--- src/verilog/fieldbus_image_pkg.sv ---
// shared constants and carrier types for the fieldbus process image block
package fieldbus_image_pkg;
   // apb byte addresses
   localparam logic [7:0] ADDR_CTRL      = 8'h00;
   localparam logic [7:0] ADDR_STATUS    = 8'h04;
   localparam logic [7:0] ADDR_SLOPE     = 8'h08;
   localparam logic [7:0] ADDR_EMIS      = 8'h0c;
   localparam logic [7:0] ADDR_TRANS     = 8'h10;
   localparam logic [7:0] ADDR_AVG       = 8'h14;
   localparam logic [7:0] ADDR_PEAK      = 8'h18;
   localparam logic [7:0] ADDR_VALLEY    = 8'h1c;
   localparam logic [7:0] ADDR_SETPT     = 8'h20;
   localparam logic [7:0] ADDR_LASER     = 8'h24;
   localparam logic [7:0] ADDR_ERRMAP    = 8'h28;
   localparam logic [7:0] ADDR_CYCLES    = 8'h2c;
   // ctrl field positions
   localparam int CTRL_DIAG_EN   = 0;
   localparam int CTRL_ALARM_EN  = 1;
   localparam int CTRL_FAULT_LST = 2;
   localparam int CTRL_PARAM_OK  = 3;
   localparam int CTRL_MOD_FAULT = 4;
   localparam logic [31:0] CTRL_RESET = 32'h0000_0003;
   // input image byte offsets
   localparam int IN_TEMP_TWO   = 0;
   localparam int IN_TEMP_WIDE  = 4;
   localparam int IN_TEMP_NAR   = 8;
   localparam int IN_TEMP_INT   = 12;
   localparam int IN_ERRMAP     = 16;
   localparam int IN_TRIGGER    = 20;
   localparam int IN_ATTEN      = 21;
   localparam int IN_BYTES      = 23;
   // output image layout
   localparam int OUT_TYPE      = 0;
   localparam int OUT_VALUE     = 1;
   localparam int OUT_BYTES     = 5;
   // parameter type codes
   localparam logic [7:0] TYPE_NONE   = 8'h00;
   localparam logic [7:0] TYPE_SLOPE  = 8'h01;
   localparam logic [7:0] TYPE_LASER  = 8'h08;
   // error bitmap bit positions
   localparam int ERR_ALARM     = 15;
   localparam int ERR_BUS_NRDY  = 17;
   localparam int ERR_USED_BITS = 19;
   // provider status qualifier values
   localparam logic [7:0] IOPS_GOOD = 8'h80;
   localparam logic [7:0] IOPS_BAD  = 8'h00;
   // update period
   localparam int CLOCK_MHZ      = 250;
   localparam int UPDATE_US      = 1000;
   localparam int UPDATE_CYCLES  = UPDATE_US * CLOCK_MHZ;
   localparam int NUM_SETTINGS   = 8;

   typedef struct packed {
      logic [31:0] temp_two;
      logic [31:0] temp_wide;
      logic [31:0] temp_narrow;
      logic [31:0] temp_internal;
      logic [31:0] err_map;
      logic        trigger;
      logic [15:0] atten;
   } meas_t;

   typedef struct packed {
      logic       frame_valid;
      logic       problem;
      logic       diag_alarm;
      logic       proc_alarm;
      logic [7:0] iops;
   } frame_status_t;
endpackage : fieldbus_image_pkg

--- src/verilog/fieldbus_process_image.sv ---
// cyclic fieldbus process image: input packing, output record decode, alarms
// How it works
// - images are exchanged once every 1 ms update period.
// - two-colour, wide and narrow temperatures sit at input bytes 0, 4, 8.
// - floats go most significant byte first; housing temperature at byte 12.
// - error bitmap at byte 16; trigger state in bit 0 of byte 20.
// - attenuation is a signed 16-bit value, high byte first, at byte 21.
// - output byte 0 is the type code, bytes 1 to 4 the value.
// - codes 1 to 7 update float settings, code 8 the laser word.
// - type code zero leaves every setting untouched.
// - output records apply only during data exchange.
// - bitmap bits 0 to 8 carry heater, detector, energy and attenuation faults.
// - bits 9 to 18 carry range faults, alarm, video, bus and heater readiness.
// - diagnostics are forwarded only when the diagnostics enable is set.
// - the process alarm is forwarded only when its enable is set.
// - on module fault process data becomes zero or the last valid value.
// - an error sets the problem indicator and, with the diagnostics enable set, a diagnostic alarm.
// - each frame carries a provider status byte, good or bad.
// - cyclic data is offered only once parameters are complete.
// - slot 0 holds no process data; slot 1 carries it.
`timescale 1ns/1ns
`default_nettype none
module fieldbus_process_image (
   // clock and reset
   input  wire  logic                                 clock,
   input  wire  logic                                 rst,
   // apb slave
   input  wire  logic                                 psel,
   input  wire  logic                                 penable,
   input  wire  logic                                 pwrite,
   input  wire  logic [7:0]                           paddr,
   input  wire  logic [31:0]                          pwdata,
   output logic                                       pready,
   output logic [31:0]                                prdata,
   output logic                                       pslverr,
   // measurement side
   input  wire  fieldbus_image_pkg::meas_t            meas,
   // fieldbus side
   input  wire  logic                                 data_exchange,
   input  wire  logic [8*fieldbus_image_pkg::OUT_BYTES-1:0] out_image,
   input  wire  logic [1:0]                           frame_slot,
   output logic [8*fieldbus_image_pkg::IN_BYTES-1:0]  in_image,
   output fieldbus_image_pkg::frame_status_t          frame_status,
   output logic                                       update_strobe
);
   localparam int W = 8 * fieldbus_image_pkg::IN_BYTES;

   // big-endian byte order of a word
   function automatic logic [31:0] be32(input logic [31:0] v);
      be32 = {v[7:0], v[15:8], v[23:16], v[31:24]};
   endfunction : be32

   function automatic logic [W-1:0] pack_image(input fieldbus_image_pkg::meas_t m);
      logic [W-1:0] img;
      img = '0;
      // byte 0 sits in the low lane of the image vector
      img[8*fieldbus_image_pkg::IN_TEMP_TWO  +: 32] = be32(m.temp_two);
      img[8*fieldbus_image_pkg::IN_TEMP_WIDE +: 32] = be32(m.temp_wide);
      img[8*fieldbus_image_pkg::IN_TEMP_NAR  +: 32] = be32(m.temp_narrow);
      img[8*fieldbus_image_pkg::IN_TEMP_INT  +: 32] = be32(m.temp_internal);
      img[8*fieldbus_image_pkg::IN_ERRMAP    +: 32] = be32(m.err_map);
      img[8*fieldbus_image_pkg::IN_TRIGGER]         = m.trigger;
      img[8*fieldbus_image_pkg::IN_ATTEN     +: 16] = {m.atten[7:0], m.atten[15:8]};
      pack_image = img;
   endfunction : pack_image

   // registers
   logic [31:0]  ctrl_q;
   logic [31:0]  setting_q [fieldbus_image_pkg::NUM_SETTINGS];
   logic [31:0]  cycles_q;
   logic [17:0]  tick_q;
   logic [W-1:0] in_image_q;
   fieldbus_image_pkg::frame_status_t status_q;
   logic         update_q;
   logic         pready_q;
   logic [31:0]  prdata_q;
   logic         pslverr_q;

   // decode
   wire        tick_end   = (tick_q == 18'(fieldbus_image_pkg::UPDATE_CYCLES - 1));
   wire [7:0]  out_type   = out_image[8*fieldbus_image_pkg::OUT_TYPE +: 8];
   wire [31:0] out_value  = be32(out_image[8*fieldbus_image_pkg::OUT_VALUE +: 32]);
   wire        params_ok  = ctrl_q[fieldbus_image_pkg::CTRL_PARAM_OK];
   wire        mod_fault  = ctrl_q[fieldbus_image_pkg::CTRL_MOD_FAULT];
   wire        diag_en    = ctrl_q[fieldbus_image_pkg::CTRL_DIAG_EN];
   wire        alarm_en   = ctrl_q[fieldbus_image_pkg::CTRL_ALARM_EN];
   wire        keep_last  = ctrl_q[fieldbus_image_pkg::CTRL_FAULT_LST];
   wire        slot_one   = (frame_slot == 2'd1);
   wire        exch_ok    = data_exchange && params_ok;
   wire        type_ok    = (out_type != fieldbus_image_pkg::TYPE_NONE) &&
                            (out_type <= fieldbus_image_pkg::TYPE_LASER);
   wire        apply_rec  = tick_end && exch_ok && slot_one && type_ok;
   wire [2:0]  rec_index  = 3'(out_type - fieldbus_image_pkg::TYPE_SLOPE);
   wire [31:0] rec_value  = (out_type == fieldbus_image_pkg::TYPE_LASER) ?
                            {16'h0000, out_value[31:16]} : out_value;
   wire [31:0] err_used   = meas.err_map & 32'((64'h1 << fieldbus_image_pkg::ERR_USED_BITS) - 1);
   wire        any_error  = (err_used != 32'h0000_0000);
   wire        alarm_bit  = err_used[fieldbus_image_pkg::ERR_ALARM];
   wire        bad_data   = mod_fault || any_error;
   wire [W-1:0] fresh     = pack_image(meas);
   wire [W-1:0] substitute = keep_last ? in_image_q : '0;
   wire [W-1:0] next_image = mod_fault ? substitute : fresh;

   // apb decode
   wire        acc        = psel && penable && pready_q;
   wire        wr         = acc && pwrite;
   wire        in_setting = (paddr >= fieldbus_image_pkg::ADDR_SLOPE) &&
                            (paddr <= fieldbus_image_pkg::ADDR_LASER);
   wire [2:0]  set_index  = 3'((paddr - fieldbus_image_pkg::ADDR_SLOPE) >> 2);
   wire        mapped     = (paddr[1:0] == 2'b00) &&
                            (paddr <= fieldbus_image_pkg::ADDR_CYCLES);
   wire [31:0] status_word = {24'h0, 4'h0, bad_data, exch_ok, data_exchange, params_ok};
   wire [31:0] rd_mux =
      (paddr == fieldbus_image_pkg::ADDR_CTRL)   ? ctrl_q :
      (paddr == fieldbus_image_pkg::ADDR_STATUS) ? status_word :
      (paddr == fieldbus_image_pkg::ADDR_ERRMAP) ? err_used :
      (paddr == fieldbus_image_pkg::ADDR_CYCLES) ? cycles_q :
      in_setting                                 ? setting_q[set_index] : 32'h0000_0000;

   // update period timer: one image per 1 ms
   always_ff @(posedge clock) begin
      if (rst || tick_end) begin
         tick_q <= '0;
      end else begin
         tick_q <= tick_q + 18'd1;
      end
   end

   // control register
   always_ff @(posedge clock) begin
      if (rst) begin
         ctrl_q <= fieldbus_image_pkg::CTRL_RESET;
      end else if (wr && paddr == fieldbus_image_pkg::ADDR_CTRL) begin
         ctrl_q <= {27'h0, pwdata[4:0]};
      end
   end

   // settings: software write during configuration, record during exchange
   always_ff @(posedge clock) begin
      if (rst) begin
         for (int i = 0; i < fieldbus_image_pkg::NUM_SETTINGS; i++) begin
            setting_q[i] <= 32'h0000_0000;
         end
      end else if (apply_rec) begin
         setting_q[rec_index] <= rec_value;
      end else if (wr && in_setting && !data_exchange) begin
         setting_q[set_index] <= pwdata;
      end
   end

   // input image and frame status, refreshed each period
   always_ff @(posedge clock) begin
      if (rst) begin
         in_image_q <= '0;
         status_q   <= '0;
         update_q   <= 1'b0;
         cycles_q   <= 32'h0000_0000;
      end else begin
         update_q <= tick_end && exch_ok && slot_one;
         if (tick_end && exch_ok && slot_one) begin
            in_image_q <= next_image;
            cycles_q   <= cycles_q + 32'd1;
            status_q.frame_valid <= 1'b1;
            status_q.problem     <= any_error;
            status_q.diag_alarm  <= any_error && diag_en;
            status_q.proc_alarm  <= alarm_bit && alarm_en;
            status_q.iops        <= bad_data ? fieldbus_image_pkg::IOPS_BAD
                                             : fieldbus_image_pkg::IOPS_GOOD;
         end else if (!exch_ok) begin
            status_q <= '0;
         end
      end
   end

   // apb slave, no wait states
   always_ff @(posedge clock) begin
      if (rst) begin
         pready_q  <= 1'b0;
         prdata_q  <= 32'h0000_0000;
         pslverr_q <= 1'b0;
      end else begin
         pready_q  <= psel && !penable;
         prdata_q  <= (psel && !penable && !pwrite) ? rd_mux : 32'h0000_0000;
         pslverr_q <= psel && !penable && !mapped;
      end
   end

   assign pready        = pready_q;
   assign prdata        = prdata_q;
   assign pslverr       = pslverr_q;
   assign in_image      = in_image_q;
   assign frame_status  = status_q;
   assign update_strobe = update_q;

   // checks
   a_zero_type_hold: assert property (@(posedge clock) disable iff (rst)
      (tick_end && out_type == 8'h00 && !(wr && in_setting)) |=> $stable(setting_q[0]))
      else $error("setting changed on type zero");
   a_high_type_hold: assert property (@(posedge clock) disable iff (rst)
      (tick_end && out_type > 8'h08 && !(wr && in_setting)) |=> $stable(setting_q[7]))
      else $error("setting changed on unsupported type");
   a_exchange_only: assert property (@(posedge clock) disable iff (rst)
      (!data_exchange && !wr) |=> $stable(setting_q[1]))
      else $error("record applied outside exchange");
   a_record_apply: assert property (@(posedge clock) disable iff (rst)
      (apply_rec && out_type == 8'h02) |=> setting_q[1] == $past(out_value))
      else $error("emissivity record not applied");
   a_trigger_bit: assert property (@(posedge clock) disable iff (rst)
      (tick_end && exch_ok && slot_one && !mod_fault) |=> in_image[160] == $past(meas.trigger))
      else $error("trigger bit misplaced");
   a_temp_msb_first: assert property (@(posedge clock) disable iff (rst)
      (tick_end && exch_ok && slot_one && !mod_fault) |=> in_image[7:0] == $past(meas.temp_two[31:24]))
      else $error("float not big endian");
   a_fault_zero: assert property (@(posedge clock) disable iff (rst)
      (tick_end && exch_ok && slot_one && mod_fault && !keep_last) |=> in_image == '0)
      else $error("fault substitution not zero");
   a_diag_gate: assert property (@(posedge clock) disable iff (rst)
      frame_status.diag_alarm |-> frame_status.problem)
      else $error("diagnostic alarm without problem");
   a_slope_apply: assert property (@(posedge clock) disable iff (rst)
      (apply_rec && out_type == 8'h01) |=> setting_q[0] == $past(out_value))
      else $error("slope record not applied");
   a_laser_word: assert property (@(posedge clock) disable iff (rst)
      (apply_rec && out_type == 8'h08) |=> setting_q[7] == {16'h0000, $past(out_value[31:16])})
      else $error("laser word not applied");
   a_iops_match: assert property (@(posedge clock) disable iff (rst)
      update_strobe |-> ((frame_status.iops == fieldbus_image_pkg::IOPS_BAD) == $past(bad_data)))
      else $error("provider status does not match data quality");
   a_update_pulse: assert property (@(posedge clock) disable iff (rst)
      update_strobe |=> !update_strobe)
      else $error("update strobe longer than one cycle");
   a_slot_zero: assert property (@(posedge clock) disable iff (rst)
      (tick_end && !slot_one) |=> !update_strobe)
      else $error("image updated outside slot one");
   a_not_ready: assert property (@(posedge clock) disable iff (rst)
      !params_ok |=> ##1 !frame_status.frame_valid)
      else $error("frame valid before parameters");
endmodule : fieldbus_process_image
`default_nettype wire

--- config.mk ---
export PLATFORM = sky130hd
export DESIGN_NAME = fieldbus_process_image
export DESIGN_NICKNAME = d
export VERILOG_FILES = /design/src/verilog/fieldbus_image_pkg.sv /design/src/verilog/fieldbus_process_image.sv
export SDC_FILE = /design/constraint.sdc
export NUM_CORES = 1
export LEC_CHECK = 0
export BUFFER_PORTS_ARGS = -buffer_cell sky130_fd_sc_hd__buf_2
export CAP_MARGIN = 20
export CORE_ASPECT_RATIO = 0.6
export CORE_MARGIN = 3
export CORE_UTILIZATION = 45
export CTS_BUF_LIST = sky130_fd_sc_hd__clkbuf_8
export DETAILED_ROUTE_END_ITERATION = 6
export PLACE_DENSITY = 0.69
export SLEW_MARGIN = 20
export SYNTH_ARGS = -nofsm -noshare
export SYNTH_HDL_FRONTEND = slang
export SYNTH_SLANG_ARGS = --single-unit
--- constraint.sdc ---
create_clock -name clock -period 4.87 [get_ports clock]
set_input_delay 0.7305 -clock clock [delete_from_list [all_inputs] [get_ports clock]]
set_output_delay 0.7305 -clock clock [all_outputs]
set_load 0.02 [all_outputs]
==> insert_results.sql, run 1 <==
INSERT INTO impl_metrics (metric_group, metric, value, unit) VALUES
('sta', 'fmaxAchievable', '0.273', 'GHz'),
('power', 'power.net_switching', '2.16', 'mW'),
('critical_path', 'worst-endpoint-required', '5.15', 'ns'),
('clocking', 'postCtsSetupRepairBufs', '0', ''),
('clocking', 'master_cell_of_the_clock_root_buffer', 'clkbuf_8', ''),
('synthesis', 'synthDominantCellAreaShare', '35.7', '%'),
('power', 'worst_ir_drop_vdd', '0.171', 'mV'),
('critical_path', 'critical_path.max_stage_delay', '0.67', 'ns'),
('cells_and_area', 'post_layout_net_count', '2463', ''),
('run_status', 'run_status', 'complete, no violations', ''),
('synthesis', 'post-synth-top-count-cell', 'nor2_1', ''),
('global_route', 'total_track_usage', '27.2', '%'),
('power', 'power.share.switching', '24.1', '%'),
('critical_path', 'timing.critical_path.arrival', '3.94', 'ns'),
('drt', 'detail_route.first_pass.iterations', '6', ''),
('job', 'max_cap_violations', '0', ''),
('power', 'sequential_group_share_of_total_power', '52.7', '%'),
('sta', 'rsz0062_at_grt', 'false', ''),
('placed_design', 'detailedPlacementHpwl', '49.3', 'mm'),
('worst_hold_path', 'hold_path.class', 'input pin to flip-flop', ''),
('clocking', 'cts_resized', '0', ''),
('power', 'clockPowerShare', '40.7', '%'),
('synthesis', 'postSynth.asyncResetShare', '0', '%'),
('die', 'die_area', '0.0506', 'sq mm'),
('synthesis', 'synth_top_cells_by_area', 'edfxtp_1, dfxtp_1, a22o_1', ''),
('placed_design', 'port_buffers', '481', ''),
('cells_and_area', 'layout-area-overhead-vs-synth', '20.6', '%'),
('sta', 'hold_slack', '0.291', 'ns'),
('critical_path', 'cp_cell_sequence', 'or4b_4, nor4b_4, nand3_2, o32a_4, nand2b_1, buf_4', ''),
('clocking', 'clock_path_buffers', '3', ''),
('die', 'floorplan.die.width', '288', 'microns'),
('cells_and_area', 'nFillCells', '3996', ''),
('critical_path', 'critPathTopFamily', 'simple AND/OR/NAND/NOR gates', ''),
('cells_and_area', 'post_route_cells_drive_above_1_share', '32.7', '%'),
('global_route', 'grt_antenna_before_repair', '4', ''),
('synthesis', 'most_instantiated_flip_flop_cell_in_the_synthesis_netlist', 'dfxtp_1', ''),
('synthesis', 'number_of_flops_mapped_to_enable_cells_by_yosys', '256', ''),
('placed_design', 'place_congestion', '0.931', ''),
('clocking', 'clock_tree.htree_level_count', '3', ''),
('global_route', 'via_count_of_the_first_global_routing_pass', '15900', ''),
('sta', 'finalCritPeriodShare', '75.2', '%'),
('die', 'core.rowCount', '61', ''),
('synthesis', 'seq_area_frac_synth', '61.0', '%'),
('drt', 'drtIter0Drc', '2180', ''),
('sta', 'worstMarginPinSlew', '1.04', 'ns'),
('synthesis', 'yosysWarningCount', '0', ''),
('critical_path', 'worstPathBufferInverterCount', '1', ''),
('sta', 'maxSlewViolCount', '0', ''),
('power', 'power.leakage', '11.0', 'nW'),
('global_route', 'maximum_number_of_pins_on_one_net_before_global_route_repair', '87', ''),
('critical_path', 'cp_slowest_cell', 'o32a_4', ''),
('drt', 'ant_nets', '0', ''),
('drt', 'routed_wirelength', '71.5', 'mm'),
('die', 'start_util', '46.0', '%'),
('critical_path', 'setup.worst_path.end_class', 'flip-flop', ''),
('die', 'die_y', '175', 'microns'),
('sta', 'timing.slew.headroom', '30.2', '%'),
('drt', 'viasPerCell', '5.83', ''),
('drt', 'routedWlPerCell', '24.7', 'microns'),
('cells_and_area', 'fin_area', '0.0260', 'sq mm'),
('clocking', 'cts_clk_pin_slew_worst_paths', '0.07', 'ns'),
('die', 'fp.coreArea', '0.0468', 'sq mm'),
('sta', 'min_period', '3.66', 'ns'),
('power', 'power_per_cell_area', '344', 'mW/mm^2'),
('clocking', 'clock_buffer_count_from_cts', '79', ''),
('clocking', 'post_cts_hold_buffer_count', '0', ''),
('critical_path', 'worst_setup_path_start_kind', 'flip-flop', ''),
('power', 'cellInternalPower', '6.79', 'mW'),
('sta', 'setup_viol', '0', ''),
('power', 'p_comb_share', '6.6', '%'),
('synthesis', 'synthesis.instances', '1719', '');
==> power groups by stage <==
stage / logic (mW) / registers, mW / clock network (mW)
floorplan: 0.304 / 4.81 / 0
global placement: 0.571 / 4.81 / 0
detailed placement: 0.575 / 4.81 / 0
CTS: 0.577 / 4.72 / 3.71
global route: 0.621 / 4.72 / 3.90
finish: 0.591 / 4.72 / 3.64
==> state kept, by name, summed over array words and instances, names as in the netlist <==
signal         flops
tick_q            18
in_image         177
frame_status       5
cycles_q          32
update_strobe      1
ctrl_q             5
setting_q        256
pready             1
prdata            32
pslverr            1
==> layout make-up <==
cell class	count	area (sq um)	area share, %
Inverter	14	52.6	0.202
Sequential cell	528	13100	50.5
Multi-Input combinational cell	1050	7680	29.6
Timing Repair Buffer	521	2750	10.6
Clock inverter	52	319	1.23
Tap cell	630	788	3.03
Antenna cell	4	10.0	0.0385
Clock buffer	91	1250	4.82
==> cell families after synthesis <==
kind of cell / after synthesis / synth area share [%]
mux: 135 / 10.1
buf+inv: 154 / 3.89
fa+ha+maj: 4 / 0.232
simple gates: 512 / 11.1
other cells: 1 / 0.0174
xor+xnor: 16 / 0.651
flops: 528 / 61.0
compound gates: 369 / 13.0
==> layer usage <==
metal,track usage (%),up-vias,wire (microns)
li1,-,7414,-
met2,39.1,1058,30900
met5,0,-,13
met4,7.04,2,1510
met1,40.4,8249,29700
met3,8.02,130,9330
==> cells in the final DEF, fill, tap and decap left out, types with 4 or more instances in the layout <==
| cell | n |
|---|---|
| nor2b_1 | 15 |
| clkinv_1 | 6 |
| xor2_1 | 7 |
| inv_1 | 42 |
| mux4_2 | 64 |
| buf_2 | 480 |
| nand3_1 | 28 |
| o31ai_1 | 15 |
| a31oi_1 | 17 |
| nor2_1 | 315 |
| a22o_1 | 177 |
| mux2_2 | 20 |
| o211a_1 | 12 |
| clkinv_2 | 9 |
| o21ai_0 | 37 |
| ha_1 | 4 |
| nor3_1 | 5 |
| dfxtp_1 | 272 |
| nand4_1 | 22 |
| or4_1 | 19 |
| a21oi_1 | 58 |
| nand2_1 | 30 |
| and3_1 | 7 |
| o22ai_1 | 13 |
| clkbuf_8 | 91 |
| xnor2_1 | 8 |
| or3_1 | 14 |
| a2bb2oi_1 | 15 |
| conb_1 | 14 |
| nand2b_1 | 20 |
| mux2i_1 | 51 |
| diode_2 | 4 |
| buf_4 | 38 |
| edfxtp_1 | 256 |
| nor4_1 | 11 |
==> worst paths after layout <==
| kind | startpoint | endpoint | slack, ns | cells after the start |
|---|---|---|---|---|
| setup / recovery | tick_q[13] | setting_q[5][31] | 1.21 | 6 |
| hold / removal | meas[36] | in_image[139] | 0.29 | 2 |
| setup reg to reg | tick_q[13] | setting_q[5][31] | 1.21 | 6 |
| hold reg to reg | tick_q[0] | tick_q[0] | 0.44 | 1 |
==> per-stage QoR <==
stage	worst slack, ns	utilization [%]	power, mW	std cells
2_1_floorplan	1.48	-	5.11	1732
5_1_grt	1.13	55.5	9.24	2887
6_report	1.21	55.5	8.95	2890
4_1_cts	1.25	55.5	9.00	2886
3_5_place_dp	1.01	52.1	5.39	2743
3_3_place_gp	1.10	52.1	5.38	2743
No activity file was read; power rests on OpenSTA's default activity.
==> run 2: changes to the inputs <==
--- a/config.mk
+++ b/config.mk
@@ -12,7 +12,7 @@
 export CORE_UTILIZATION = 45
 export CTS_BUF_LIST = sky130_fd_sc_hd__clkbuf_8
 export DETAILED_ROUTE_END_ITERATION = 6
-export PLACE_DENSITY = 0.69
+export PLACE_DENSITY = 0.71
 export SLEW_MARGIN = 20
 export SYNTH_ARGS = -nofsm -noshare
 export SYNTH_HDL_FRONTEND = slang
==> constraint.sdc (replaced) <==
create_clock -name clock -period 3.14 [get_ports clock]
set_input_delay 0.471 -clock clock [delete_from_list [all_inputs] [get_ports clock]]
set_output_delay 0.471 -clock clock [all_outputs]
set_load 0.02 [all_outputs]
==> run 2 against run 1 <==
Effect of this change:
- via count is 3.1% higher
- register-to-register slack worse by 0.87 ns
- critical path depth stayed put
- cell area is 3.4% higher
- combinational power is 76% higher
- power is 57% higher
- first-iteration DRC count is 7.3% higher
- non-clock buffer count is 90 higher
- clock-buffer cell count is 1 higher
- sequential share of layout area is 1.7 points lower
- cell count is 3.0% higher
- hold slack worse by 0.25 ns
- critical path type unchanged
- critical endpoint is now setting_q[5][9]
- largest cell class unchanged
==> insert_results.sql, run 2 (same netlist as run 1, synthesis figures left out) <==
INSERT INTO impl_metrics (metric_group, metric, value, unit) VALUES
('die', 'core.rowCount', '61', ''),
('power', 'p_comb_share', '7.4', '%'),
('placed_design', 'post-place-cells', '2814', ''),
('clocking', 'cts_resized', '0', ''),
('global_route', 'grt_util_met2', '39.7', '%'),
('placed_design', 'port_buffers', '481', ''),
('power', 'sequential_group_share_of_total_power', '52.1', '%'),
('sta', 'fmaxAchievable', '0.357', 'GHz'),
('drt', 'detail_route.first_pass.iterations', '5', ''),
('cells_and_area', 'utilization', '57.4', '%'),
('sta', 'worstMarginPinSlew', '0.761', 'ns'),
('worst_hold_path', 'hold_path.class', 'input pin to flip-flop', ''),
('clocking', 'cts.sinks', '528', ''),
('die', 'die_area', '0.0506', 'sq mm'),
('cells_and_area', 'layout_commonest_cell', 'buf_2', ''),
('critical_path', 'ff2ff_setup_slack', '0.34', 'ns'),
('critical_path', 'critical_path.reg2reg.endpoint', 'setting_q[5][9]', ''),
('cells_and_area', 'nFillCells', '3900', ''),
('clocking', 'master_cell_of_the_clock_root_buffer', 'clkbuf_8', ''),
('clocking', 'cts_clk_pin_slew_worst_paths', '0.07', 'ns'),
('critical_path', 'worst_setup_path_start_kind', 'flip-flop', ''),
('critical_path', 'critical_path_peak_fanout', '15', ''),
('die', 'floorplan.die.width', '288', 'microns'),
('drt', 'ant_nets', '0', ''),
('global_route', 'groute.layer.met1.usage', '41.0', '%'),
('critical_path', 'crit-reg2reg-launch', 'tick_q[9]', ''),
('critical_path', 'timing.critical_path.arrival', '3.13', 'ns'),
('critical_path', 'setup.worst_path.class', 'flip-flop to flip-flop', ''),
('global_route', 'grt_use_met3', '8.42', '%'),
('drt', 'residual_drc_count', '0', ''),
('sta', 'postLayoutSetupSlackWorst', '0.336', 'ns'),
('placed_design', 'detailedPlacementHpwl', '51.0', 'mm'),
('clocking', 'clock_tree.htree_level_count', '3', ''),
('global_route', 'total_track_usage', '27.7', '%'),
('worst_hold_path', 'holdPathStages', '2', ''),
('die', 'fp.coreArea', '0.0468', 'sq mm'),
('sta', 'timing.slew.headroom', '49.2', '%'),
('die', 'top_level_ports', '496', ''),
('sta', 'fin_skew', '0.0345', 'ns'),
('power', 'power', '14.0', 'mW'),
('cells_and_area', 'largest-register', 'setting_q', ''),
('sta', 'timing.setup.tns', '0', 'ns'),
('power', 'worst_ir_drop_vdd', '0.259', 'mV'),
('drt', 'drtIter0Drc', '2339', ''),
('run_status', 'run_status', 'complete, no violations', ''),
('sta', 'setup_viol', '0', ''),
('worst_hold_path', 'hold_path_start', 'meas[1]', ''),
('drt', 'routedWlPerCell', '24.4', 'microns'),
('cells_and_area', 'final_cell_mix', 'buf_2, nor2_1, dfxtp_1', ''),
('power', 'power.net_switching', '3.38', 'mW'),
('die', 'start_util', '46.0', '%'),
('placed_design', 'place_congestion', '0.940', ''),
('critical_path', 'r2r.worst_path.cells', '6', ''),
('job', 'max_cap_violations', '0', ''),
('clocking', 'clock_path_buffers', '3', ''),
('global_route', 'grt_most_used_layer', 'met1', ''),
('die', 'die_y', '175', 'microns'),
('sta', 'min_period', '2.80', 'ns'),
('sta', 'rsz0062_at_grt', 'false', ''),
('power', 'power.share.switching', '24.1', '%'),
('power', 'cellInternalPower', '10.6', 'mW'),
('critical_path', 'setup.worst_path.end_class', 'flip-flop', ''),
('global_route', 'maximum_number_of_pins_on_one_net_before_global_route_repair', '84', ''),
('cells_and_area', 'post_route_cells_drive_above_1_share', '34.6', '%'),
('global_route', 'via_count_of_the_first_global_routing_pass', '16500', ''),
('clocking', 'cts_tree', 'done', ''),
('power', 'power.leakage', '11.4', 'nW'),
('cells_and_area', 'layout-area-overhead-vs-synth', '24.7', '%'),
('global_route', 'global_route_wire_length_before_repair', '105', 'mm'),
('cells_and_area', 'post_layout_net_count', '2552', ''),
('worst_hold_path', 'worstHoldEndpoint', 'in_image[177]', ''),
('power', 'power_per_cell_area', '522', 'mW/mm^2'),
('power', 'clockPowerShare', '40.5', '%'),
('cells_and_area', 'post_layout_nonfiller_instances', '2977', ''),
('critical_path', 'worst-endpoint-required', '3.47', 'ns'),
('global_route', 'grt_antenna_before_repair', '3', ''),
('sta', 'finalCritPeriodShare', '89.3', '%'),
('clocking', 'clock_buffer_count_from_cts', '78', ''),
('sta', 'maxSlewViolCount', '0', ''),
('placed_design', 'pre_cts_slack', '0.282', 'ns'),
('drt', 'viasPerCell', '5.84', ''),
('sta', 'timing_hold_violations_final', '0', ''),
('clocking', 'worst_skew_pair.late_latency', '0.65', 'ns'),
('global_route', 'overflow', '0', ''),
('cells_and_area', 'largest_register_ff_count', '256', ''),
('drt', 'routed_wirelength', '72.6', 'mm'),
('drt', 'routed-via-count', '17400', '');
==> run 2: through the flow <==
step	instance area, sq um	hold WS, ns
floorplan	21600	0.413
CTS	26900	0.000493
finish	26900	0.0408
global placement	25100	0.424
global route	26900	0.00417
detailed placement	25100	0.443
==> run 2: area by class of cell <==
cell class | count | area [sq um] | area share, %
Timing Repair Buffer | 611 | 3620 | 13.5
Sequential cell | 528 | 13100 | 48.9
Inverter | 14 | 52.6 | 0.196
Multi-Input combinational cell | 1050 | 7680 | 28.6
Tap cell | 630 | 788 | 2.93
Antenna cell | 3 | 7.51 | 0.0280
Clock inverter | 49 | 310 | 1.16
Clock buffer | 92 | 1270 | 4.71
==> run 2: what timing repair did <==
| item | 4_1_cts | 5_1_grt |
|---|---|---|
| hold buffers | 19 | 0 |
| hold endpoints to repair | 19 | 0 |
| setup buffers | 0 | 0 |
| setup endpoints to repair | 0 | 0 |
==> run 2: power groups by stage <==
stage / registers, mW / logic [mW] / clock network (mW)
2_1_floorplan: 7.46 / 0.472 / 0
4_1_cts: 7.31 / 1.02 / 5.75
6_report: 7.31 / 1.04 / 5.67
5_1_grt: 7.32 / 1.09 / 6.07
3_5_place_dp: 7.46 / 0.994 / 0
3_3_place_gp: 7.46 / 0.982 / 0
==> run 2: worst max path at each step <==
stage	startpoint	endpoint	cells past startpoint	slack, ns
floorplan	paddr[4]	setting_q[2][0]	6	0.01
global placement	paddr[3]	setting_q[2][23]	9	0.34
detailed placement	paddr[3]	setting_q[4][23]	9	0.28
CTS	tick_q[9]	setting_q[5][9]	6	0.37
global route	tick_q[9]	setting_q[5][9]	6	0.27
finish	tick_q[9]	setting_q[5][9]	6	0.34
==> run 2: routing by layer <==
| layer | vias up | wire (microns) | part of all wire (%) |
|---|---|---|---|
| met3 | 112 | 9580 | 13 |
| met1 | 8579 | 30300 | 42 |
| met5 | - | 7 | 0.0096 |
| li1 | 7591 | - | - |
| met2 | 1098 | 31400 | 43 |
| met4 | 2 | 1300 | 1.8 |
==> run 2: critical path, cell delays in order, from the launching register on <==
cell	delay [ns]
dfxtp_1	0.33
or4b_1	0.59
nor3_1	0.40
nand3_2	0.19
o32a_4	0.40
nand2b_2	0.33
buf_12	0.23
==> run 3: changes to the inputs <==
--- a/config.mk
+++ b/config.mk
@@ -5,6 +5,7 @@
 export SDC_FILE = /design/constraint.sdc
 export NUM_CORES = 1
 export LEC_CHECK = 0
+export ABC_AREA = 1
 export BUFFER_PORTS_ARGS = -buffer_cell sky130_fd_sc_hd__buf_2
 export CAP_MARGIN = 20
 export CORE_ASPECT_RATIO = 0.6
@@ -12,8 +13,8 @@
 export CORE_UTILIZATION = 45
 export CTS_BUF_LIST = sky130_fd_sc_hd__clkbuf_8
 export DETAILED_ROUTE_END_ITERATION = 6
+export HOLD_SLACK_MARGIN = 0.1
 export PLACE_DENSITY = 0.71
-export SLEW_MARGIN = 20
 export SYNTH_ARGS = -nofsm -noshare
 export SYNTH_HDL_FRONTEND = slang
 export SYNTH_SLANG_ARGS = --single-unit
==> run 3 against run 2 <==
Effect of this change:
- clock-buffer cell count fell by 1
- setup slack better by 0.031 ns
- sequential share of layout area down 3.1 points
- register-to-register slack improved by 0.03 ns
- die area rose by 4.2%
- critical path depth rose by 6
- fmax grew 1.1%
- non-clock buffer count is 93 higher
- critical path type unchanged
- largest power group unchanged
==> insert_results.sql, run 3 <==
INSERT INTO impl_metrics (metric_group, metric, value, unit) VALUES
('synthesis', 'number_of_flops_mapped_to_enable_cells_by_yosys', '256', ''),
('clocking', 'cts_tree', 'done', ''),
('clocking', 'cts.sinks', '528', ''),
('sta', 'postLayoutSetupSlackWorst', '0.367', 'ns'),
('synthesis', 'post_synth_mux_area_share', '0', '%'),
('power', 'worst_ir_drop_vdd', '0.311', 'mV'),
('job', 'max_cap_violations', '0', ''),
('die', 'start_util', '46.3', '%'),
('placed_design', 'port_buffers', '481', ''),
('drt', 'residual_drc_count', '0', ''),
('sta', 'rsz0062_at_grt', 'false', ''),
('clocking', 'cts_clk_pin_slew_worst_paths', '0.06', 'ns'),
('clocking', 'worst_skew_pair.late_latency', '0.65', 'ns'),
('cells_and_area', 'post_layout_net_count', '3531', ''),
('sta', 'timing.setup.tns', '0', 'ns'),
('global_route', 'grt_util_met2', '44.5', '%'),
('synthesis', 'synth.largest_area_cell', 'edfxtp_1', ''),
('sta', 'timing_hold_violations_final', '0', ''),
('power', 'power.leakage', '12.2', 'nW'),
('global_route', 'via_count_of_the_first_global_routing_pass', '20500', ''),
('synthesis', 'postSynth.asyncResetShare', '0', '%'),
('sta', 'setup_viol', '0', ''),
('synthesis', 'synthesized_area_fraction_occupied_by_and_or_nand_nor_cells', '23.8', '%'),
('die', 'core.rowCount', '62', ''),
('sta', 'finalCritPeriodShare', '88.3', '%'),
('clocking', 'master_cell_of_the_clock_root_buffer', 'clkbuf_8', ''),
('global_route', 'groute.layer.met1.usage', '45.0', '%'),
('sta', 'timing.slew.headroom', '31.2', '%'),
('synthesis', 'synth_area_in_compound_gates', '10.8', '%'),
('clocking', 'clock_buffer_count_from_cts', '80', ''),
('power', 'power_per_cell_area', '485', 'mW/mm^2'),
('placed_design', 'postPlaceCellArea', '0.0257', 'sq mm'),
('synthesis', 'yosys_register_bits', '528', ''),
('global_route', 'grt_antenna_before_repair', '6', ''),
('drt', 'ant_nets', '0', ''),
('global_route', 'grt_most_used_layer', 'met1', ''),
('die', 'die_y', '179', 'microns'),
('synthesis', 'mapped_avg_cell_area', '8.56', 'sq um'),
('critical_path', 'critical_path.max_stage_delay', '0.41', 'ns'),
('placed_design', 'detailedPlacementHpwl', '58.8', 'mm'),
('placed_design', 'pre_cts_slack', '0.360', 'ns'),
('global_route', 'overflow', '0', ''),
('drt', 'routed-via-count', '22000', ''),
('run_status', 'run_status', 'complete, no violations', ''),
('clocking', 'postCtsSetupRepairBufs', '0', ''),
('global_route', 'total_track_usage', '31.1', '%'),
('critical_path', 'critPathTopFamily', 'simple AND/OR/NAND/NOR gates', ''),
('placed_design', 'place_congestion', '0.916', ''),
('synthesis', 'synth.top_cells.by_count', 'nand2_1, nor2_1, dfxtp_1', ''),
('critical_path', 'worst-endpoint-required', '3.42', 'ns'),
('cells_and_area', 'final_cell_mix', 'nand2_1, buf_2, nor2_1', ''),
('drt', 'routed_wirelength', '85.9', 'mm'),
('clocking', 'post_cts_hold_buffer_count', '154', ''),
('cells_and_area', 'layout_commonest_cell', 'nand2_1', ''),
('global_route', 'global_route_wire_length_before_repair', '124', 'mm'),
('critical_path', 'cp_most_frequent_cell', 'nand2_1', ''),
('cells_and_area', 'utilization', '59.1', '%'),
('die', 'fp.coreArea', '0.0486', 'sq mm'),
('synthesis', 'post-synth-top-count-cell', 'nand2_1', ''),
('sta', 'min_period', '2.77', 'ns'),
('synthesis', 'synth-adder-area-share', '0.223', '%'),
('synthesis', 'seq_area_frac_synth', '58.5', '%'),
('clocking', 'cts_resized', '0', ''),
('critical_path', 'worst_setup_path_start_kind', 'flip-flop', ''),
('critical_path', 'cp_cell_sequence', 'ha_1, nand2_1, nor2_1, nand3_1, nor2_1, nand4_1, nand2_1, nand2_1, inv_2, nand2_1, nand2_1, buf_4', ''),
('synthesis', 'yosysWarningCount', '0', ''),
('sta', 'maxSlewViolCount', '0', ''),
('sta', 'worstMarginPinSlew', '1.03', 'ns'),
('clocking', 'clock_path_buffers', '3', ''),
('synthesis', 'synthesis.instances', '2625', ''),
('drt', 'routedWlPerCell', '21.7', 'microns'),
('die', 'top_level_ports', '496', ''),
('cells_and_area', 'fin_area', '0.0287', 'sq mm'),
('clocking', 'clock_tree.htree_level_count', '3', ''),
('cells_and_area', 'layout-area-overhead-vs-synth', '27.8', '%'),
('critical_path', 'cp_slowest_cell', 'dfxtp_1', ''),
('die', 'die_area', '0.0527', 'sq mm'),
('global_route', 'maximum_number_of_pins_on_one_net_before_global_route_repair', '127', ''),
('worst_hold_path', 'hold_path.class', 'input pin to flip-flop', ''),
('critical_path', 'setup.worst_path.end_class', 'flip-flop', ''),
('sta', 'fin_skew', '0.0386', 'ns'),
('synthesis', 'synth_top_cells_by_area', 'edfxtp_1, dfxtp_1, nand2_1', ''),
('synthesis', 'most_instantiated_flip_flop_cell_in_the_synthesis_netlist', 'dfxtp_1', ''),
('synthesis', 'yosys.cell_types.count', '41', ''),
('global_route', 'grt_use_met3', '8.30', '%'),
('synthesis', 'synth_xor_xnor_area_share', '0.624', '%'),
('synthesis', 'syn_area', '0.0225', 'sq mm'),
('synthesis', 'synth_top_family_by_area', 'simple AND/OR/NAND/NOR gates', ''),
('critical_path', 'critical_path_peak_fanout', '20', ''),
('critical_path', 'setup.worst_path.class', 'flip-flop to flip-flop', ''),
('critical_path', 'timing.critical_path.arrival', '3.05', 'ns'),
('drt', 'detail_route.first_pass.iterations', '6', ''),
('cells_and_area', 'largest-register', 'setting_q', ''),
('sta', 'fmaxAchievable', '0.361', 'GHz'),
('critical_path', 'worstPathBufferInverterCount', '2', ''),
('cells_and_area', 'post_layout_nonfiller_instances', '3963', ''),
('drt', 'viasPerCell', '5.54', ''),
('die', 'floorplan.die.width', '294', 'microns'),
('cells_and_area', 'largest_register_ff_count', '256', ''),
('synthesis', 'synthDominantCellAreaShare', '34.2', '%'),
('placed_design', 'post-place-cells', '3666', ''),
('drt', 'drtIter0Drc', '2770', ''),
('cells_and_area', 'post_route_cells_drive_above_1_share', '21.4', '%');
run 3: cell families (layout without fill, tap and decap cells):
family	Yosys count	count (layout)
flip-flops	528	528
other	1	17
adder cells (fa/ha/maj)	4	4
buffers and inverters	313	995
AND/OR/NAND/NOR	1313	1313
XOR/XNOR	16	16
AO/OA/AOI/OAI	450	450
run 3: per-stage QoR:
stage	total power [mW]	hold WS, ns
global placement	8.37	0.445
global route	14.3	0.117
floorplan	7.91	0.441
detailed placement	8.38	0.451
finish	13.9	0.147
CTS	13.9	0.101
run 3: final cells by class:
| class | count | area, sq um |
|---|---|---|
| flip-flops and latches | 528 | 13100 |
| diodes | 3 | 7.51 |
| multi-input cells | 1797 | 8080 |
| clock buffers | 91 | 1250 |
| inverters | 151 | 567 |
| clock inverters | 49 | 236 |
| well taps | 640 | 801 |
| fillers | 4228 | 19900 |
| repair buffers | 704 | 4620 |
run 3: metal layers:
layer	vias up	wire length, microns
met1	10400	35800
met3	233	10000
met4	2	3130
met2	1412	37000
li1	9963	-
met5	-	13
run 3: where the power goes:
part / switching [mW] / total, mW / internal, mW
Clock: 2.76 / 5.49 / 2.73
Sequential: 0.0293 / 7.32 / 7.29
Combinational: 0.692 / 1.11 / 0.418
run 3: final timing paths:
path	from	to	slack (ns)	cells after the start
hold / removal	meas[26]	in_image[145]	0.15	3
setup reg to reg	tick_q[0]	setting_q[6][16]	0.37	12
hold reg to reg	in_image[88]	in_image[88]	0.46	2
setup / recovery	tick_q[0]	setting_q[6][16]	0.37	12
run 3: tightest hold or removal path, stage by stage:
cell	delay [ns]
buf_2	0.13
nand2_1	0.07
a21oi_1	0.06
